===== src/rtl/tsc_regs.svh =====
/*
 * register map, field positions, reset values, timing and scale constants of the tunable
 * source control register group.
 * assumes: included by its bare name from the design and testbench files.
 */
`ifndef TSC_REGS_SVH
`define TSC_REGS_SVH

// ----------------------------------------------------------------------
// register offsets (16-bit words on the management link)
// ----------------------------------------------------------------------
`define TSC_OFS_STATUS_FATAL  8'h20
`define TSC_OFS_STATUS_WARN   8'h21
`define TSC_OFS_FATAL_TRIG    8'h29
`define TSC_OFS_ALARM_TRIG    8'h2a
`define TSC_OFS_CHANNEL       8'h30
`define TSC_OFS_POWER_SET     8'h31
`define TSC_OFS_RESET_CTL     8'h32
`define TSC_OFS_CONFIG        8'h33
`define TSC_OFS_SPACING       8'h34
`define TSC_OFS_FIRST_HI      8'h35
`define TSC_OFS_FIRST_LO      8'h36
`define TSC_OFS_FREQ_HI       8'h40
`define TSC_OFS_FREQ_LO       8'h41

// ----------------------------------------------------------------------
// reset values
// ----------------------------------------------------------------------
`define TSC_RST_ALARM_TRIG    16'h0404
`define TSC_RST_FATAL_TRIG    16'h000f
`define TSC_RST_CONFIG        16'h0002
`define TSC_RST_ZERO          16'h0000
`define TSC_RST_CHANNEL       16'h0001

// ----------------------------------------------------------------------
// field positions
// ----------------------------------------------------------------------
`define TSC_CFG_RESTORE       0
`define TSC_CFG_ALARM_TUNE    1
`define TSC_CFG_SHUTDOWN      2
`define TSC_CFG_SW_ENABLE     3
`define TSC_CFG_REPORT_CUR    4
`define TSC_RST_MODULE_BIT    0
`define TSC_RST_SOFT_BIT      1
`define TSC_ST_HW_OFF         12
`define TSC_ST_RUN_FAULT      7
`define TSC_ST_COMM_ERR       6
`define TSC_ST_LATCH_LO       0
`define TSC_ST_LATCH_HI       3
`define TSC_ST_LIVE_LO        8

// ----------------------------------------------------------------------
// widths and timing
// ----------------------------------------------------------------------
`define TSC_TUNE_CYCLES       16'h0010
`define TSC_FREQ_UNIT_DIV     32'h0000_0001
`define TSC_FREQ_HI_SCALE     32'h0000_2710

`endif


===== src/rtl/tsc_pkg.sv =====
/*
 * types shared by the tunable source control design.
 * assumes: constants come from tsc_regs.svh.
 */
package tsc_pkg;
   // tuning sequencer states, one-hot
   typedef enum logic [2:0] {
      TSC_IDLE   = 3'b001,
      TSC_TUNE   = 3'b010,
      TSC_LOCKED = 3'b100
   } tsc_tune_e;

   typedef logic [15:0] tsc_word_t;
endpackage


===== src/rtl/tsc_freq_calc.sv =====
/*
 * target frequency calculator: (channel - 1) * spacing + first channel.
 * frequency is expressed in units of 100 MHz, signed 32 bit.
 * assumes: operands stable for the cycle they are sampled; output registered.
 */
`timescale 1ns/1ps
`include "tsc_regs.svh"
module tsc_freq_calc (
   input  wire logic              clk,
   input  wire logic              arst_n,
   input  wire logic [15:0]       channel,
   input  wire logic [15:0]       spacing,
   input  wire logic [15:0]       first_hi,
   input  wire logic [15:0]       first_lo,
   output logic [31:0]            freq_ff
);
   import tsc_pkg::*;

   logic signed [31:0] nxt_freq;   // combinational target
   logic signed [31:0] first_100m; // first channel in 100 MHz steps
   logic signed [31:0] step_sum;   // signed channel offset product

   // ------------------------------------------------------------------
   // arithmetic
   // ------------------------------------------------------------------
   // high word is thz*1000 GHz, low word tenths of GHz; 100 MHz == 0.1 GHz
   always_comb begin
      first_100m = $signed({16'h0000, first_hi}) * $signed(`TSC_FREQ_HI_SCALE)
                 + $signed({16'h0000, first_lo});
      step_sum   = $signed({16'h0000, channel} - 32'h0000_0001)
                 * $signed({{16{spacing[15]}}, spacing});
      nxt_freq   = step_sum + first_100m;
   end

   // registered result keeps the top output straight from a flop
   always_ff @(posedge clk or negedge arst_n) begin
      if (!arst_n) begin
         freq_ff <= 32'h0000_0000;
      end else begin
         freq_ff <= nxt_freq;
      end
   end
endmodule // tsc_freq_calc


===== src/rtl/tsc_ctrl_regs.sv =====
/*
 * control register group of a tunable optical source: alarm trigger mask,
 * channel select with frequency derivation, power set point, self-clearing
 * resets, module configuration, grid spacing and first-channel frequency.
 * assumes: a management link front end delivers decoded word writes and
 * reads (wr_en/rd_en with 8-bit address) synchronous to clk; live status
 * flags and capability limits come from the optics controller.
 */
// Notes on behaviour
// - alarm line low when masked flag set
// - mask rewrite releases alarm at once
// - bad channel write ignored, raises run fault
// - frequency from channel, spacing, first channel
// - channel write tunes only when enabled
// - pin rising alone never starts tuning
// - output off by fatal, software or hardware
// - hardware off latched, cleared by software enable
// - output undefined after run fault
// - power write updates when locked, unmet power faults
// - module reset bit self-clears, resets all
// - soft reset self-clears, faults if unsupported
// - soft reset and deselect reset link
// - restore bit keeps state over resets; here only stored, arst_n resets all
// - alarm during tuning and while disabled
// - shutdown-on-fatal bit gates fatal term
// - light only with enable and pin high
// - report bit selects error flag policy
// - report bit default from latched mode pins
// - spacing write while enabled faults
// - first-channel write while enabled faults
// - unsupported spacing or frequency faults
// - write one clears latched flags
// - fatal trigger mask resets to 0x000F
`timescale 1ns/1ps
`include "tsc_regs.svh"
module tsc_ctrl_regs #(
   parameter logic        SOFT_RESET_OK = 1'b1,  // device supports soft reset
   parameter logic [15:0] CHAN_MAX      = 16'h0064, // highest valid channel
   parameter logic [15:0] SPACING_MIN   = 16'h0001, // smallest |spacing|
   parameter logic [15:0] FIRST_HI_MIN  = 16'h00be, // lowest first-channel hi word
   parameter logic [15:0] FIRST_HI_MAX  = 16'h00c4  // highest first-channel hi word
) (
   input  wire logic              clk,
   input  wire logic              arst_n,
   input  wire logic              wr_en,
   input  wire logic              rd_en,
   input  wire logic [7:0]        addr,
   input  wire logic [15:0]       wdata,
   input  wire logic              cmd_pending,
   input  wire logic              comm_fault,
   input  wire logic [3:0]        fatal_live,
   input  wire logic [3:0]        warn_live,
   input  wire logic              power_unmet,
   input  wire logic              pending_fail,
   input  wire logic              module_select_pin,
   input  wire logic              hw_output_off_pin,
   input  wire logic              interface_select_pin_a,
   input  wire logic              interface_select_pin_b,
   output logic [15:0]            rdata_ff,
   output logic                   rvalid_ff,
   output logic                   lock_alarm_line_n_ff,
   output logic                   output_enable_ff,
   output logic                   tune_start_ff,
   output logic                   power_update_ff,
   output logic                   module_reset_ff,
   output logic                   link_reset_ff,
   output logic [31:0]            target_freq_ff
);
   import tsc_pkg::*;

   // ------------------------------------------------------------------
   // storage
   // ------------------------------------------------------------------
   tsc_word_t  alarm_trig_ff;   // lock_alarm_trigger_mask
   tsc_word_t  fatal_trig_ff;   // fatal trigger mask (disable equation)
   tsc_word_t  channel_ff;      // channel_select
   tsc_word_t  power_ff;        // power_set_point
   tsc_word_t  reset_ctl_ff;    // module_reset_control, self-clearing
   tsc_word_t  config_ff;       // module_behaviour_config
   tsc_word_t  spacing_ff;      // channel_spacing
   tsc_word_t  first_hi_ff;     // first_channel_freq_high
   tsc_word_t  first_lo_ff;     // first_channel_freq_low
   logic [3:0] fatal_lat_ff;    // latched fatal indicators
   logic [3:0] warn_lat_ff;     // latched warning indicators
   logic       hw_off_latched_ff; // latched hardware disable
   logic       run_fault_flag_ff; // execution error
   logic       comm_error_flag_ff;
   logic       strap_done_ff;   // mode pins captured after release
   tsc_tune_e  tune_ff;         // tuning sequencer
   logic [15:0] tune_cnt_ff;    // tuning settle counter
   logic       deselect_q_ff;   // previous select level

   logic       out_enabled;     // combinational output-enable
   logic       fatal_term;
   logic       run_fault_set;   // command raised an execution error
   logic       wr_chan_ok;
   logic       w_alarm, w_fatal, w_chan, w_pwr, w_rst, w_cfg, w_spc, w_fhi, w_flo;
   logic       w_stf, w_stw;
   logic       sw_en_rise;
   logic [15:0] status_fatal;   // assembled status word
   logic [15:0] status_warn;
   logic [31:0] calc_freq;

   // one decode used by every write strobe
   function automatic logic hit(input logic [7:0] a, input logic [7:0] ofs);
      hit = (a == ofs);
   endfunction

   assign w_alarm = wr_en && hit(addr, `TSC_OFS_ALARM_TRIG);
   assign w_fatal = wr_en && hit(addr, `TSC_OFS_FATAL_TRIG);
   assign w_chan  = wr_en && hit(addr, `TSC_OFS_CHANNEL);
   assign w_pwr   = wr_en && hit(addr, `TSC_OFS_POWER_SET);
   assign w_rst   = wr_en && hit(addr, `TSC_OFS_RESET_CTL);
   assign w_cfg   = wr_en && hit(addr, `TSC_OFS_CONFIG);
   assign w_spc   = wr_en && hit(addr, `TSC_OFS_SPACING);
   assign w_fhi   = wr_en && hit(addr, `TSC_OFS_FIRST_HI);
   assign w_flo   = wr_en && hit(addr, `TSC_OFS_FIRST_LO);
   assign w_stf   = wr_en && hit(addr, `TSC_OFS_STATUS_FATAL);
   assign w_stw   = wr_en && hit(addr, `TSC_OFS_STATUS_WARN);

   // ------------------------------------------------------------------
   // command checks
   // ------------------------------------------------------------------
   assign wr_chan_ok  = (wdata != 16'h0000) && (wdata <= CHAN_MAX);
   assign fatal_term  = |({12'h000, fatal_lat_ff} & fatal_trig_ff)
                      & config_ff[`TSC_CFG_SHUTDOWN];
   // off when fatal term, software enable clear or pin latch set
   assign out_enabled = !fatal_term && config_ff[`TSC_CFG_SW_ENABLE]
                      && !hw_off_latched_ff;
   assign sw_en_rise  = w_cfg && wdata[`TSC_CFG_SW_ENABLE]
                      && (!config_ff[`TSC_CFG_SW_ENABLE] || hw_off_latched_ff);

   // every way a command can fail
   always_comb begin
      run_fault_set = 1'b0;
      if (w_chan && !wr_chan_ok) begin
         run_fault_set = 1'b1;
      end
      if ((w_spc || w_fhi || w_flo) && out_enabled) begin
         run_fault_set = 1'b1;
      end
      if (w_spc && (wdata == 16'h0000 ||
          ((wdata[15] ? (16'h0000 - wdata) : wdata) < SPACING_MIN))) begin
         run_fault_set = 1'b1;
      end
      if (w_fhi && (wdata < FIRST_HI_MIN || wdata > FIRST_HI_MAX)) begin
         run_fault_set = 1'b1;
      end
      if (w_pwr && power_unmet) begin
         run_fault_set = 1'b1;
      end
      if (w_rst && wdata[`TSC_RST_SOFT_BIT] && !SOFT_RESET_OK) begin
         run_fault_set = 1'b1;
      end
   end

   // ------------------------------------------------------------------
   // trigger masks
   // ------------------------------------------------------------------
   always_ff @(posedge clk or negedge arst_n) begin
      if (!arst_n) begin
         alarm_trig_ff <= `TSC_RST_ALARM_TRIG;
         fatal_trig_ff <= `TSC_RST_FATAL_TRIG;
      end else begin
         if (w_alarm) begin
            alarm_trig_ff <= wdata;
         end
         if (w_fatal) begin
            fatal_trig_ff <= wdata;
         end
      end
   end

   // ------------------------------------------------------------------
   // tuning parameters; writes refused while enabled leave value intact
   // ------------------------------------------------------------------
   always_ff @(posedge clk or negedge arst_n) begin
      if (!arst_n) begin
         channel_ff  <= `TSC_RST_CHANNEL;
         power_ff    <= `TSC_RST_ZERO;
         spacing_ff  <= `TSC_RST_ZERO;
         first_hi_ff <= `TSC_RST_ZERO;
         first_lo_ff <= `TSC_RST_ZERO;
      end else begin
         if (w_chan && wr_chan_ok) begin
            channel_ff <= wdata;
         end
         if (w_pwr) begin
            power_ff <= wdata;
         end
         if (w_spc && !run_fault_set) begin
            spacing_ff <= wdata;
         end
         if (w_fhi && !run_fault_set) begin
            first_hi_ff <= wdata;
         end
         if (w_flo && !out_enabled) begin
            first_lo_ff <= wdata;
         end
      end
   end

   // ------------------------------------------------------------------
   // configuration; report-bit default caught from mode pins after release
   // ------------------------------------------------------------------
   always_ff @(posedge clk or negedge arst_n) begin
      if (!arst_n) begin
         config_ff     <= `TSC_RST_CONFIG;
         strap_done_ff <= 1'b0;
      end else begin
         strap_done_ff <= 1'b1;
         if (!strap_done_ff) begin
            // spi and i2c (pin a low) report, others do not
            config_ff[`TSC_CFG_REPORT_CUR] <= !interface_select_pin_a;
         end else if (w_cfg) begin
            config_ff <= {11'h000, wdata[4:0]};
         end
      end
   end

   // ------------------------------------------------------------------
   // hardware disable latch: set by pin low, cleared only by enable write
   // ------------------------------------------------------------------
   always_ff @(posedge clk or negedge arst_n) begin
      if (!arst_n) begin
         hw_off_latched_ff <= 1'b1;
      end else begin
         if (!hw_output_off_pin) begin
            hw_off_latched_ff <= 1'b1; // set wins
         end else if (w_cfg && wdata[`TSC_CFG_SW_ENABLE]) begin
            hw_off_latched_ff <= 1'b0;
         end
      end
   end

   // ------------------------------------------------------------------
   // status latches and error flags; event sets win over write-one clears
   // ------------------------------------------------------------------
   always_ff @(posedge clk or negedge arst_n) begin
      if (!arst_n) begin
         fatal_lat_ff       <= 4'h0;
         warn_lat_ff        <= 4'h0;
         run_fault_flag_ff  <= 1'b0;
         comm_error_flag_ff <= 1'b0;
      end else begin
         fatal_lat_ff <= fatal_live | (fatal_lat_ff & ~(w_stf ? wdata[3:0] : 4'h0));
         warn_lat_ff  <= warn_live  | (warn_lat_ff  & ~(w_stw ? wdata[3:0] : 4'h0));
         if ((run_fault_set && config_ff[`TSC_CFG_REPORT_CUR]) || pending_fail) begin
            run_fault_flag_ff <= 1'b1;
         end else if (w_stf && wdata[`TSC_ST_RUN_FAULT]) begin
            run_fault_flag_ff <= 1'b0;
         end
         if (comm_fault && config_ff[`TSC_CFG_REPORT_CUR]) begin
            comm_error_flag_ff <= 1'b1;
         end else if (w_stf && wdata[`TSC_ST_COMM_ERR]) begin
            comm_error_flag_ff <= 1'b0;
         end
      end
   end

   assign status_fatal = {3'b000, hw_off_latched_ff, warn_live, run_fault_flag_ff,
                          comm_error_flag_ff, 2'b00, fatal_lat_ff};
   assign status_warn  = {3'b000, hw_off_latched_ff, warn_live, run_fault_flag_ff,
                          comm_error_flag_ff, 2'b00, warn_lat_ff};

   // ------------------------------------------------------------------
   // resets: bits self-clear the cycle after the write
   // ------------------------------------------------------------------
   always_ff @(posedge clk or negedge arst_n) begin
      if (!arst_n) begin
         reset_ctl_ff    <= `TSC_RST_ZERO;
         module_reset_ff <= 1'b0;
         link_reset_ff   <= 1'b0;
         deselect_q_ff   <= 1'b0;
      end else begin
         deselect_q_ff   <= module_select_pin;
         reset_ctl_ff    <= `TSC_RST_ZERO; // self-clear
         module_reset_ff <= w_rst && wdata[`TSC_RST_MODULE_BIT];
         // soft reset or deselect edge resets the link front end
         link_reset_ff   <= (w_rst && wdata[`TSC_RST_SOFT_BIT] && SOFT_RESET_OK)
                          || (deselect_q_ff && !module_select_pin);
      end
   end

   // ------------------------------------------------------------------
   // tuning sequencer
   // ------------------------------------------------------------------
   // pin rising never starts a tune; only channel write or enable set
   always_ff @(posedge clk or negedge arst_n) begin
      if (!arst_n) begin
         tune_ff       <= TSC_IDLE;
         tune_cnt_ff   <= 16'h0000;
         tune_start_ff <= 1'b0;
      end else begin
         tune_start_ff <= 1'b0;
         case (tune_ff)
            TSC_IDLE, TSC_LOCKED: begin
               if ((w_chan && wr_chan_ok && out_enabled) ||
                   (sw_en_rise && hw_output_off_pin && !fatal_term)) begin
                  tune_ff       <= TSC_TUNE;
                  tune_cnt_ff   <= `TSC_TUNE_CYCLES;
                  tune_start_ff <= 1'b1;
               end else if (!out_enabled) begin
                  tune_ff <= TSC_IDLE;
               end
            end
            TSC_TUNE: begin
               if (w_chan && wr_chan_ok && out_enabled) begin
                  tune_cnt_ff   <= `TSC_TUNE_CYCLES; // new channel retunes
                  tune_start_ff <= 1'b1;
               end else if (!out_enabled) begin
                  tune_ff <= TSC_IDLE;
               end else if (tune_cnt_ff == 16'h0000 && !cmd_pending) begin
                  tune_ff <= TSC_LOCKED;
               end else if (tune_cnt_ff != 16'h0000) begin
                  tune_cnt_ff <= tune_cnt_ff - 16'h0001;
               end
            end
            default: begin
               tune_ff <= TSC_IDLE;
            end
         endcase
      end
   end

   // ------------------------------------------------------------------
   // output flops: enable, power update, alarm line
   // ------------------------------------------------------------------
   always_ff @(posedge clk or negedge arst_n) begin
      if (!arst_n) begin
         output_enable_ff     <= 1'b0;
         power_update_ff      <= 1'b0;
         lock_alarm_line_n_ff <= 1'b1;
      end else begin
         output_enable_ff <= out_enabled;
         power_update_ff  <= w_pwr && !power_unmet && tune_ff == TSC_LOCKED;
         // next-state mask so a rewrite releases on the following edge
         lock_alarm_line_n_ff <= !((|(status_fatal & (w_alarm ? wdata : alarm_trig_ff)))
                                || (config_ff[`TSC_CFG_ALARM_TUNE]
                                    && (tune_ff != TSC_LOCKED)));
      end
   end

   // ------------------------------------------------------------------
   // read port: one-cycle answer, unmapped reads zero
   // ------------------------------------------------------------------
   always_ff @(posedge clk or negedge arst_n) begin
      if (!arst_n) begin
         rdata_ff  <= 16'h0000;
         rvalid_ff <= 1'b0;
      end else begin
         rvalid_ff <= rd_en;
         if (rd_en) begin
            case (addr)
               `TSC_OFS_STATUS_FATAL: rdata_ff <= status_fatal;
               `TSC_OFS_STATUS_WARN:  rdata_ff <= status_warn;
               `TSC_OFS_FATAL_TRIG:   rdata_ff <= fatal_trig_ff;
               `TSC_OFS_ALARM_TRIG:   rdata_ff <= alarm_trig_ff;
               `TSC_OFS_CHANNEL:      rdata_ff <= channel_ff;
               `TSC_OFS_POWER_SET:    rdata_ff <= power_ff;
               `TSC_OFS_RESET_CTL:    rdata_ff <= reset_ctl_ff;
               `TSC_OFS_CONFIG:       rdata_ff <= config_ff;
               `TSC_OFS_SPACING:      rdata_ff <= spacing_ff;
               `TSC_OFS_FIRST_HI:     rdata_ff <= first_hi_ff;
               `TSC_OFS_FIRST_LO:     rdata_ff <= first_lo_ff;
               default:               rdata_ff <= 16'h0000;
            endcase
         end
      end
   end

   // frequency target follows the calculator while tuning; spacing and
   // first-channel words are refused while enabled, so they cannot move it
   always_ff @(posedge clk or negedge arst_n) begin
      if (!arst_n) begin
         target_freq_ff <= 32'h0000_0000;
      end else if (tune_ff == TSC_TUNE) begin
         target_freq_ff <= calc_freq;
      end
   end

   tsc_freq_calc u_freq (
      .clk      (clk),
      .arst_n   (arst_n),
      .channel  (channel_ff),
      .spacing  (spacing_ff),
      .first_hi (first_hi_ff),
      .first_lo (first_lo_ff),
      .freq_ff  (calc_freq)
   );
endmodule // tsc_ctrl_regs


===== config.mk =====
export PLATFORM = sky130hd
export DESIGN_NAME = tsc_ctrl_regs
export DESIGN_NICKNAME = d
export VERILOG_FILES = /design/src/rtl/tsc_pkg.sv /design/src/rtl/tsc_freq_calc.sv /design/src/rtl/tsc_ctrl_regs.sv
export VERILOG_INCLUDE_DIRS = /design/src /design/src/rtl
export SDC_FILE = /design/constraint.sdc
export NUM_CORES = 1
export LEC_CHECK = 0
export BUFFER_PORTS_ARGS = -buffer_cell sky130_fd_sc_hd__buf_2
export CAP_MARGIN = 40
export CORE_MARGIN = 5
export CORE_UTILIZATION = 47
export CTS_CLUSTER_DIAMETER = 200
export DETAILED_ROUTE_END_ITERATION = 8
export GPL_ROUTABILITY_DRIVEN = 0
export GPL_TIMING_DRIVEN = 0
export PLACE_DENSITY_LB_ADDON = 0.3
export SYNTH_ARGS = -nofsm -noshare
export SYNTH_HDL_FRONTEND = slang
export SYNTH_SLANG_ARGS = --single-unit

===== constraint.sdc =====
create_clock -name clk -period 10.82 [get_ports clk]
set_input_delay 0.541 -clock clk [delete_from_list [all_inputs] [get_ports clk]]
set_output_delay 0.541 -clock clk [all_outputs]
set_load 0.05 [all_outputs]

Word-level counts from Yosys, hierarchy flattened
Index checks and enable logic that the tools add are counted.
- add/sub/neg operators: 5
- equality and inequality tests: 24
- reductions and logical operators: 72
- order comparisons: 4
- multipliers: 2
- bitwise operators: 9
- mux-type cells: 33
- operators by type and width (kind ; count):
    16-bit case mux with 10 select lines ; 1
    16-bit 2-to-1 mux ; 7
    8-bit by 6-bit == test with 1-bit output, second input constant ; 11
    1-bit logical AND ; 39
    32-bit by 17-bit adder with 32-bit output ; 1
    32-bit adder ; 1
    16-bit zero test ; 2
    17-bit by 16-bit multiplier with 32-bit output ; 1
    16-bit case mux with 2 select lines ; 1
    16-bit nonzero test ; 2
    16-bit OR reduction ; 2
    16-bit by 10-bit multiplier with 26-bit output, second input constant ; 1
    3-bit != test, second input constant ; 6
    16-bit by 1-bit subtractor with 17-bit output, second input constant ; 1
    13-bit by 16-bit AND with 16-bit output ; 1
    4-bit by 16-bit AND with 16-bit output ; 1
    16-bit by 8-bit greater-than comparator with 1-bit output, second input constant ; 1
    16-bit by 7-bit <= comparator with 1-bit output, second input constant ; 1
    16-bit by 1-bit less-than comparator with 1-bit output, second input constant ; 1
    16-bit by 8-bit less-than comparator with 1-bit output, second input constant ; 1
    1-bit by 16-bit subtractor with 16-bit output, first input constant ; 1
    16-bit by 1-bit subtractor with 16-bit output, second input constant ; 1
    3-bit 2-to-1 mux ; 5
    1-bit 2-to-1 mux ; 14
    other kinds (20) ; 46
- input bits: 44
- register bits: 236
- word-level logic and storage cells: 177

Depth between registers and ports, before layout
Gate-level depths: netlist of the first run.
- word-level depth: 14
- depth in mapped cells: 40
- mapped depth without buffers: 39

Modules after synthesis
A second synthesis of the first run with hierarchy kept.
- cells, all modules: 2434
- area total of the unflattened synthesis: 24527.3 um^2
- modules (own cells, without submodules) (module ; area an instance (um^2) ; instances ; cells an instance ; sequential area each (um^2)):
    tsc_freq_calc ; 15122.0 ; 1 ; 1625 ; 800.8
    tsc_ctrl_regs ; 9405.3 ; 1 ; 809 ; 5118.7

Worst setup path after synthesis of the first run
Ideal clock, no wire load.
- path kind: flip-flop to flip-flop
- start: register first_hi_ff[5]
- end: register u_freq.freq_ff[31]
- stages on the path, launching flop included: 37
- setup time: 0.080 ns
- buffers on the path: 1
- clock period less this slack: 8.484 ns
- arrival: 8.404 ns
- slack: 2.336 ns
- cell sequence: dfrtp_1 > inv_1 > fa_1 > inv_1 > ha_1 > fa_1 > ha_1 > inv_1 > fa_1 > inv_1 > ha_1 > clkbuf_1 > o21a_1 > o21ai_0 > a221oi_1 > o21ai_0 > a21oi_1 > mux2i_1 > nand2_1 > ha_1 > inv_1 > fa_1 > inv_1 > ha_1 > fa_1 > inv_1 > fa_1 > fa_1 > inv_1 > ha_1 > a21o_1 > a41o_1 > a21oi_1 > o311ai_0 > a31o_2 > a21oi_1 > xnor2_1
- word-level cells in the longest chain between the ends: 3
- RTL lines (what ; RTL line ; source):
    start: declaration ; tsc_ctrl_regs.sv:81 ; tsc_word_t first_hi_ff;
    start signal: assignment ; tsc_ctrl_regs.sv:182 ; first_hi_ff <= `TSC_RST_ZERO;
    start signal: assignment ; tsc_ctrl_regs.sv:195 ; first_hi_ff <= wdata;
    16-bit by 10-bit multiplier with 26-bit output ; tsc_freq_calc.sv:28 ; first_100m = $signed({16'h0000, first_hi}) * $signed(`TSC_FREQ_HI_SCALE)
    32-bit by 17-bit adder with 32-bit output ; tsc_freq_calc.sv:28 ;
    32-bit adder ; tsc_freq_calc.sv:32 ; nxt_freq = step_sum + first_100m;
    net u_freq.nxt_freq[31] ; tsc_freq_calc.sv:19 ; logic signed [31:0] nxt_freq;
    end signal: assignment ; tsc_freq_calc.sv:40 ; freq_ff <= nxt_freq;
    end: declaration ; tsc_freq_calc.sv:15 ; output logic [31:0] freq_ff
The timed path passes the listed nets, and every way through them passes these cells.
A chain may end at the register's enable or synchronous reset.

Worst setup path after layout of the first run
- start: register first_hi_ff[4]
- end: register u_freq.freq_ff[31]
The elaborated chain is that of the path after synthesis.

==> flow_metrics.py, run 1 <==
metrics = {
    "run_status": {
        "status": "finished, final reports clean",
    },
    "worst_hold_path": {
        "whs_path_depth": 1,
        "worstHoldStart": "rd_en",
        "hold_class": "input pin to flop",
        "holdPathEnd": "rvalid_ff",
    },
    "synthesis": {
        "synth.distinct_cells": 78,
        "synth_compound_area_share_pct": 8.73,
        "synth.area.top_cells": "fa_1 28%, dfrtp_1 23%, ha_1 9.5%",
        "yosysWarnings": 0,
        "synth_top_area_share_pct": 28.3,
        "synthTopCellsByCount": "502 x inv_1, 347 x fa_1, 235 x nand2_1, 225 x dfrtp_1, 186 x ha_1",
        "yosysMostFrequentCell": "inv_1",
        "synth_top_family_by_area": "adder cells",
        "synthSimpleGateAreaFrac_pct": 12.4,
        "synth_seq_area_share_pct": 24.1,
        "synth.avg_cell_area_um2": 9.96,
        "ys_ff_latch": 236,
        "yosys.area_share.adder_pct": 37.7,
        "synth_edf_count": 0,
        "synthArstFlopShare_pct": 100,
        "syn-instance-count": 2468,
        "syn_nets": 3045,
        "synthMuxAreaShare_pct": 5.37,
        "synth_top_area_cell": "fa_1",
        "synth_xor_area_share_pct": 2.46,
        "synth_ff_type": "dfrtp_1",
        "synth_area_mm2": 0.0246,
    },
    "critical_path": {
        "cp_slowest_stage_delay_ns": 0.66,
        "worstRegToRegCells": 37,
        "crit_path_top_delay_cell": "o311ai_0",
        "crit_top_cell": "inv_1",
        "crit_type": "flop to flop",
        "cp_data_arrival_time_ns": 10.37,
        "cp-end-kind": "flop",
        "r2r_start": "first_hi_ff[4]",
        "startpoint_type": "flop",
        "reg2reg_slack_ns": 0.91,
        "regToRegEndpoint": "u_freq.freq_ff[31]",
        "worstPathRequired_ns": 11.27,
        "critPathMaxFanout": 7,
    },
    "floorplan": {
        "pin_count": 99,
        "die_area_mm2": 0.0570,
        "start_util_pct": 47.7,
        "core_area_mm2": 0.0515,
        "die_w_um": 239,
        "num_rows": 83,
        "die_h_um": 239,
    },
    "global_routing": {
        "antenna_found_initial": 2,
        "grt_max_degree": 117,
        "grt_usage_pct": 22.4,
        "grt_pass1_vias": 18952,
        "grt.overflow.total": 0,
        "grt_pass1_wl_um": 102000,
    },
    "clock_network": {
        "cts_sinks": 236,
        "clock_latency_ns": 0.59,
        "postCtsHoldBufs": 1,
        "cts_tree": "done",
        "clock-root-buffer": "clkbuf_16",
        "cts_max_level": 1,
        "cts_resized": 0,
        "path_clk_slew_ns": 0.06,
        "cts_setup_buffers": 0,
        "numCtsBuffers": 28,
        "cts_buffer_depth": 3,
    },
    "run": {
        "maxCapViolCount": 0,
    },
    "finish": {
        "drive_gt1_share_pct": 11.2,
        "fillers": 4702,
        "n_antenna_cell": 0,
        "area_delta_synth_final_pct": 9.57,
        "nets": 3173,
        "regArea_mm2": 0.00592,
        "multi_input_area_mm2": 0.0164,
    },
    "placed_design": {
        "dpl.hpwl_um": 51200,
        "port_buffers": 90,
    },
    "route": {
        "remaining_drc_errors": 0,
        "drt-total-wl_um": 63500,
        "viasPerCell": 5.48,
        "ant_nets": 0,
        "drtIter0Drc": 1533,
        "wl_per_cell_um": 19.3,
        "drt-pass1-iter-count": 6,
        "vias": 18067,
    },
    "timing": {
        "tightest_slew_ns": 0.932,
        "fin_worst_skew_ns": 0.0141,
        "slew_headroom_pct": 37.6,
        "rsz0062_at_grt": "false",
        "hold_viol_final": 0,
        "fmax_mhz": 101,
        "min_period_over_period_pct": 91.6,
        "final-setup-viol-count": 0,
        "drv_slew": 0,
        "finalCriticalPeriod_ns": 9.91,
        "setup_tns_ns": 0,
    },
}
state kept, by name (all words and copies together), names as in the netlist, 5 cells and up:
| register | count |
|---|---|
| u_freq.freq_ff | 32 |
| power_ff | 16 |
| tune_cnt_ff | 16 |
| first_lo_ff | 16 |
| config_ff | 5 |
| spacing_ff | 16 |
| first_hi_ff | 16 |
| rdata_ff | 16 |
| fatal_trig_ff | 16 |
| target_freq_ff | 32 |
| channel_ff | 16 |
| alarm_trig_ff | 16 |
routing by layer:
layer	routed length, um	global-route usage (%)
met2	29900	36.3
met3	4550	3.86
met1	26900	31.3
met4	2090	6.56
met5	21	0
critical path: cells and delay by family (launching register included):
kind            cells  cell delay, ns
fa+ha+maj          13            5.18
compound gates      8            2.09
buf+inv            11            0.90
flops               1            0.55
simple gates        3            0.53
xor+xnor            1            0.32
mux                 1            0.21
cells by family after synthesis:
group           count (synthesis)
simple gates                  613
fa+ha+maj                     533
flops                         236
buf+inv                       598
xor+xnor                       69
other cells                     1
mux                           115
compound gates                303
final cells by class:
class                      count  area share (%)
tap                          680            3.16
multi-input combinational   1634            60.9
clock buffer                  34            2.76
inverter                     502            7.00
sequential                   236            22.0
timing repair buffer          98            2.06
clock inverter                16           0.734
buffer                        96            1.40
how the worst max path moves through the flow:
| stage | startpoint | end | slack [ns] | cells after the start |
|---|---|---|---|---|
| CTS | first_hi_ff[4] | u_freq.freq_ff[31] | 1.0 | 37 |
| global placement | first_hi_ff[4] | u_freq.freq_ff[30] | 1.06 | 34 |
| floorplan | first_hi_ff[5] | u_freq.freq_ff[31] | 2.34 | 36 |
| global route | first_hi_ff[4] | u_freq.freq_ff[31] | 0.35 | 37 |
| detailed placement | first_hi_ff[4] | u_freq.freq_ff[31] | 1.03 | 37 |
| finish | first_hi_ff[4] | u_freq.freq_ff[31] | 0.91 | 37 |
metrics by stage:
| step | utilization (%) | hold slack, ns | worst slack, ns | instances | instance area, um^2 |
|---|---|---|---|---|---|
| after global routing | 52.3 | 0.0462 | 0.346 | 3296 | 26900 |
| after detailed placement | 50.4 | 0.462 | 1.03 | 3245 | 26000 |
| after floorplan | - | 0.245 | 2.34 | 2468 | 24600 |
| final | 52.3 | 0.0695 | 0.906 | 3296 | 26900 |
| after global placement | 50.2 | 0.457 | 1.06 | 3238 | 25900 |
| after CTS | 52.3 | 0.0476 | 0.998 | 3296 | 26900 |
layout by cell type, fill, tap and decap left out, types with 8 or more instances in the layout:
| cell | Yosys | routed |
|---|---|---|
| o21a_1 | 11 | 11 |
| nor2_1 | 84 | 84 |
| a22o_1 | 14 | 14 |
| a22oi_1 | 46 | 46 |
| and3_1 | 12 | 12 |
| a21o_1 | 26 | 26 |
| clkbuf_16 | 0 | 28 |
| nand4_1 | 10 | 10 |
| buf_2 | 1 | 92 |
| mux2_2 | 98 | 98 |
| dfstp_2 | 11 | 11 |
| fa_1 | 347 | 347 |
| xnor2_1 | 53 | 53 |
| a21oi_1 | 38 | 38 |
| or3_1 | 14 | 14 |
| nand2b_1 | 21 | 21 |
| nor2b_1 | 36 | 36 |
| a41oi_1 | 10 | 10 |
| nor3_1 | 32 | 32 |
| dfrtp_1 | 225 | 225 |
| and2_1 | 85 | 85 |
| or2_2 | 13 | 13 |
| nor4_1 | 13 | 13 |
| inv_1 | 502 | 502 |
| o21ai_0 | 63 | 63 |
| a221oi_1 | 13 | 13 |
| ha_1 | 186 | 186 |
| nand2_1 | 235 | 235 |
| clkbuf_1 | 89 | 93 |
| xor2_1 | 16 | 16 |
| mux2i_1 | 8 | 8 |
| mux2_4 | 9 | 9 |
| nand3_1 | 28 | 28 |
Power of run 1 is not shown: default switching activity piles up to over one toggle a cycle in this logic, so the estimate is an artifact.
==> run 2: changes to the inputs <==
--- a/config.mk
+++ b/config.mk
@@ -10,6 +10,7 @@
 export CAP_MARGIN = 40
 export CORE_MARGIN = 5
 export CORE_UTILIZATION = 47
+export CTS_BUF_LIST = sky130_fd_sc_hd__clkbuf_8
 export CTS_CLUSTER_DIAMETER = 200
 export DETAILED_ROUTE_END_ITERATION = 8
 export GPL_ROUTABILITY_DRIVEN = 0
==> run 2 against run 1 <==
Compared with the run above: via count grew 0.85%; final cell count grew 0.79%; clock-buffer cell count grew 15; non-clock buffer count grew 1; largest cell class unchanged.
==> flow_metrics.py, run 2 (same netlist as run 1, synthesis figures left out) <==
metrics = {
    "run_status": {
        "status": "finished, final reports clean",
    },
    "floorplan": {
        "start_util_pct": 47.7,
        "core_area_mm2": 0.0515,
        "num_rows": 83,
        "die_w_um": 239,
        "pin_count": 99,
        "die_h_um": 239,
        "die_area_mm2": 0.0570,
    },
    "timing": {
        "tightest_slew_ns": 0.923,
        "rsz0062_at_grt": "false",
        "fmax_mhz": 101,
        "min_period_over_period_pct": 91.6,
        "drv_slew": 0,
        "hold_viol_final": 0,
        "final-setup-viol-count": 0,
        "finalCriticalPeriod_ns": 9.92,
        "setup_tns_ns": 0,
        "holdWs_ns": 0.0532,
        "slew_headroom_pct": 38.2,
        "fin_worst_skew_ns": 0.0489,
    },
    "finish": {
        "final_common_cell": "inv_1",
        "multi_input_area_mm2": 0.0164,
        "regArea_mm2": 0.00592,
        "drive_gt1_share_pct": 11.5,
        "mostFrequentLayoutCells": "518 x inv_1, 347 x fa_1, 235 x nand2_1",
        "area_delta_synth_final_pct": 9.03,
        "reg_top3": "target_freq_ff (32), u_freq.freq_ff (32)",
        "fillers": 4690,
        "nets": 3188,
    },
    "route": {
        "drt-total-wl_um": 63800,
        "drt-pass1-iter-count": 6,
        "wl_per_cell_um": 19.2,
        "remaining_drc_errors": 0,
        "vias": 18220,
        "drtIter0Drc": 1562,
        "ant_nets": 0,
        "viasPerCell": 5.48,
    },
    "worst_hold_path": {
        "whs_path_depth": 1,
        "hold_class": "input pin to flop",
        "worstHoldStart": "module_select_pin",
        "holdPathEnd": "deselect_q_ff",
    },
    "clock_network": {
        "cts_max_level": 2,
        "cts_tree": "done",
        "cts_buffer_depth": 3,
        "clock-root-buffer": "clkbuf_8",
        "cts_setup_buffers": 0,
        "clock_latency_ns": 0.63,
        "cts_sinks": 236,
        "numCtsBuffers": 42,
        "path_clk_slew_ns": 0.06,
    },
    "critical_path": {
        "critPathMaxFanout": 7,
        "worstPathRequired_ns": 11.31,
        "cp_data_arrival_time_ns": 10.41,
        "startpoint_type": "flop",
        "worstRegToRegCells": 37,
        "r2r_start": "first_hi_ff[4]",
        "cp-end-kind": "flop",
        "cp_slowest_stage_delay_ns": 0.68,
        "crit_type": "flop to flop",
        "crit_top_cell": "inv_1",
        "crit_path_top_delay_cell": "o311ai_0",
        "regToRegEndpoint": "u_freq.freq_ff[31]",
        "reg2reg_slack_ns": 0.90,
    },
    "global_routing": {
        "antenna_found_initial": 1,
        "grt_usage_pct": 22.6,
        "grt.overflow.total": 0,
        "grt_pass1_wl_um": 103000,
        "grt_pass1_vias": 19088,
        "grt_max_degree": 117,
    },
    "run": {
        "maxCapViolCount": 0,
    },
    "placed_design": {
        "port_buffers": 90,
        "dpl.hpwl_um": 51200,
    },
}
-- run 2: per-stage QoR --
step                cells  cell area, um^2  worst slack (ns)  util (%)
finish               3322            26800             0.904      52.0
global route         3321            26800             0.346      52.0
CTS                  3321            26800              1.00      52.0
detailed placement   3245            26000              1.03      50.4
global placement     3238            25900              1.06      50.2
floorplan            2468            24600              2.34         -
-- run 2: worst max-delay path by stage --
stage	endpoint	cells past startpoint	from
after floorplan	u_freq.freq_ff[31]	36	first_hi_ff[5]
after global placement	u_freq.freq_ff[30]	34	first_hi_ff[4]
after detailed placement	u_freq.freq_ff[31]	37	first_hi_ff[4]
after CTS	u_freq.freq_ff[31]	37	first_hi_ff[4]
after global routing	u_freq.freq_ff[31]	37	first_hi_ff[4]
final	u_freq.freq_ff[31]	37	first_hi_ff[4]
-- run 2: cell type report --
class	instances	area share (%)
Multi-Input combinational cell	1634	61.2
Sequential cell	236	22.1
Inverter	502	7.03
Tap cell	680	3.18
Clock buffer	49	2.52
Timing Repair Buffer	99	2.11
Buffer	96	1.41
Clock inverter	25	0.458
Antenna cell	1	0.00934
-- run 2: what timing repair did --
action                                 4_1_cts  5_1_grt
hold buffers                                 2        0
endpoints found under the hold margin       57        0
gates resized for setup                      0        0
-- run 2: per-layer routing --
metal	global-route usage [%]	vias up	part of all wire, %	routed length (um)
met5	0	-	0.020	13
met4	7.08	2	3.5	2200
met3	3.93	130	7.0	4450
met2	36.4	631	47	29900
met1	31.5	9260	43	27200
li1	-	8197	-	-
-- run 2: worst max-delay path, delay by kind of cell (launching register included) --
family	cells	cell delay, ns
muxes	1	0.21
xor gates and xnor gates	1	0.29
buffers and inverters	11	0.91
and+or+nand+nor	3	0.53
adders and majority gates	13	5.18
AOI/OAI and AO/OA	8	2.11
DFF	1	0.56
Power of run 2 is left out for the same reason.
==> run 3: changes to the inputs <==
--- a/config.mk
+++ b/config.mk
@@ -8,6 +8,7 @@
 export LEC_CHECK = 0
 export BUFFER_PORTS_ARGS = -buffer_cell sky130_fd_sc_hd__buf_2
 export CAP_MARGIN = 40
+export CORE_ASPECT_RATIO = 1.25
 export CORE_MARGIN = 5
 export CORE_UTILIZATION = 47
 export CTS_BUF_LIST = sky130_fd_sc_hd__clkbuf_8
==> run 3 against run 2 <==
Compared with the run above: wire length fell by 0.57%; register-to-register slack barely moved; setup slack improved by 0.0033 ns; non-clock buffer count did not move; utilization fell by 0.067 points; critical path depth fell by 2; highest routed layer is now met4; die area barely moved; via count fell by 0.61%; maximum frequency barely moved; sequential share of layout area barely moved.
==> flow_metrics.py, run 3 (same netlist as run 1, synthesis figures left out) <==
metrics = {
    "timing": {
        "tightest_slew_ns": 0.989,
        "finalCriticalPeriod_ns": 9.91,
        "setup_tns_ns": 0,
        "fin_worst_skew_ns": 0.0566,
        "drv_slew": 0,
        "hold_viol_final": 0,
        "min_period_over_period_pct": 91.6,
        "fmax_mhz": 101,
        "slew_headroom_pct": 33.8,
        "final-setup-viol-count": 0,
        "rsz0062_at_grt": "false",
    },
    "floorplan": {
        "die_area_mm2": 0.0570,
        "core_area_mm2": 0.0517,
        "num_rows": 93,
        "pin_count": 99,
        "die_h_um": 266,
        "start_util_pct": 47.6,
        "die_w_um": 215,
    },
    "clock_network": {
        "clock-root-buffer": "clkbuf_8",
        "numCtsBuffers": 41,
        "cts_tree": "done",
        "cts_buffer_depth": 3,
        "postCtsHoldBufs": 1,
        "cts_resized": 0,
        "path_clk_slew_ns": 0.07,
        "clock_latency_ns": 0.61,
        "cts_sinks": 236,
        "cts_setup_buffers": 0,
        "cts_max_level": 2,
    },
    "global_routing": {
        "antenna_found_initial": 1,
        "grt_max_degree": 104,
        "grt_pass1_vias": 18996,
        "grt.overflow.total": 0,
        "grt_pass1_wl_um": 102000,
        "grt_usage_pct": 22.2,
    },
    "critical_path": {
        "crit_top_cell": "inv_1",
        "worstPathRequired_ns": 11.30,
        "cp_slowest_stage_delay_ns": 0.87,
        "critPathMaxFanout": 7,
        "crit_type": "flop to flop",
        "cp_data_arrival_time_ns": 10.39,
        "startpoint_type": "flop",
        "crit_path_top_delay_cell": "o311ai_0",
        "cp-end-kind": "flop",
    },
    "route": {
        "viasPerCell": 5.48,
        "drtIter0Drc": 1320,
        "drt-total-wl_um": 63400,
        "wl_per_cell_um": 19.2,
        "remaining_drc_errors": 0,
        "vias": 18109,
        "ant_nets": 0,
        "drt-pass1-iter-count": 6,
    },
    "placed_design": {
        "dpl.hpwl_um": 51500,
        "place_area_mm2": 0.0260,
        "port_buffers": 90,
    },
    "run": {
        "maxCapViolCount": 0,
    },
    "finish": {
        "reg_top3": "target_freq_ff (32), u_freq.freq_ff (32)",
        "nets": 3187,
        "mostFrequentLayoutCells": "514 x inv_1, 347 x fa_1, 235 x nand2_1",
        "drive_gt1_share_pct": 11.7,
        "finalInstanceArea_mm2": 0.0268,
        "area_delta_synth_final_pct": 9.22,
        "final_common_cell": "inv_1",
    },
    "worst_hold_path": {
        "hold_class": "input pin to flop",
    },
    "run_status": {
        "status": "finished, final reports clean",
    },
}
==> run 3: changes by cell type in the layout (fill, tap and decap cells not counted), sizes merged <==
cell         delta
clkinv          +4
bufinv          +4
inv             -4
clkinvlp        +1
clkbuf          -6
buf             +1
dlygate4sd3     -1
==> run 3: stage by stage <==
step | utilization, % | setup slack [ns] | hold slack, ns | instances
6_report | 52.0 | 0.908 | 0.0457 | 3306
5_1_grt | 52.0 | 0.495 | 0.0386 | 3306
4_1_cts | 51.9 | 1.04 | 0.0258 | 3305
3_5_place_dp | 50.3 | 1.10 | 0.464 | 3231
3_3_place_gp | 50.1 | 1.08 | 0.458 | 3223
2_1_floorplan | - | 2.34 | 0.245 | 2468
==> run 3: layer usage <==
| metal | global-route usage, % | routed length [um] | vias up |
|---|---|---|---|
| li1 | - | - | 8194 |
| met1 | 28.5 | 25700 | 9108 |
| met2 | 37.4 | 30900 | 647 |
| met3 | 3.37 | 3880 | 160 |
| met4 | 10.2 | 3020 | 0 |
| met5 | 0 | 0 | - |
==> run 3: worst max-delay path, delay by kind of cell (launching register included) <==
| kind | cells | cell delay (ns) |
|---|---|---|
| buffers and inverters | 9 | 0.76 |
| adder cells (fa/ha/maj) | 13 | 5.26 |
| multiplexers | 1 | 0.21 |
| flip-flops | 1 | 0.58 |
| AO/OA/AOI/OAI | 8 | 2.39 |
| AND/OR/NAND/NOR | 3 | 0.46 |
| XOR/XNOR | 1 | 0.13 |
==> run 3: final timing paths <==
path	depth (start not counted)	end	slack [ns]	from
worst max-delay path	35	u_freq.freq_ff[31]	0.91	first_hi_ff[5]
worst min-delay path	1	deselect_q_ff	0.05	module_select_pin
worst max register to register	35	u_freq.freq_ff[31]	0.91	first_hi_ff[5]
worst min register to register	1	target_freq_ff[8]	0.47	u_freq.freq_ff[8]
max in group asynchronous	4	tune_cnt_ff[2]	9.06	arst_n
min in group asynchronous	2	u_freq.freq_ff[31]	0.43	arst_n
==> run 3: final cells by class <==
class / instances / area (um^2)
antenna: 1 / 2.50
buffer: 96 / 378
clock buffer: 43 / 592
clock inverter: 30 / 273
fill: 4725 / 24800
inverter: 502 / 1880
multi-input combinational: 1634 / 16400
sequential: 236 / 5920
tap: 665 / 832
timing repair buffer: 99 / 562
Power of run 3 is left out for the same reason.
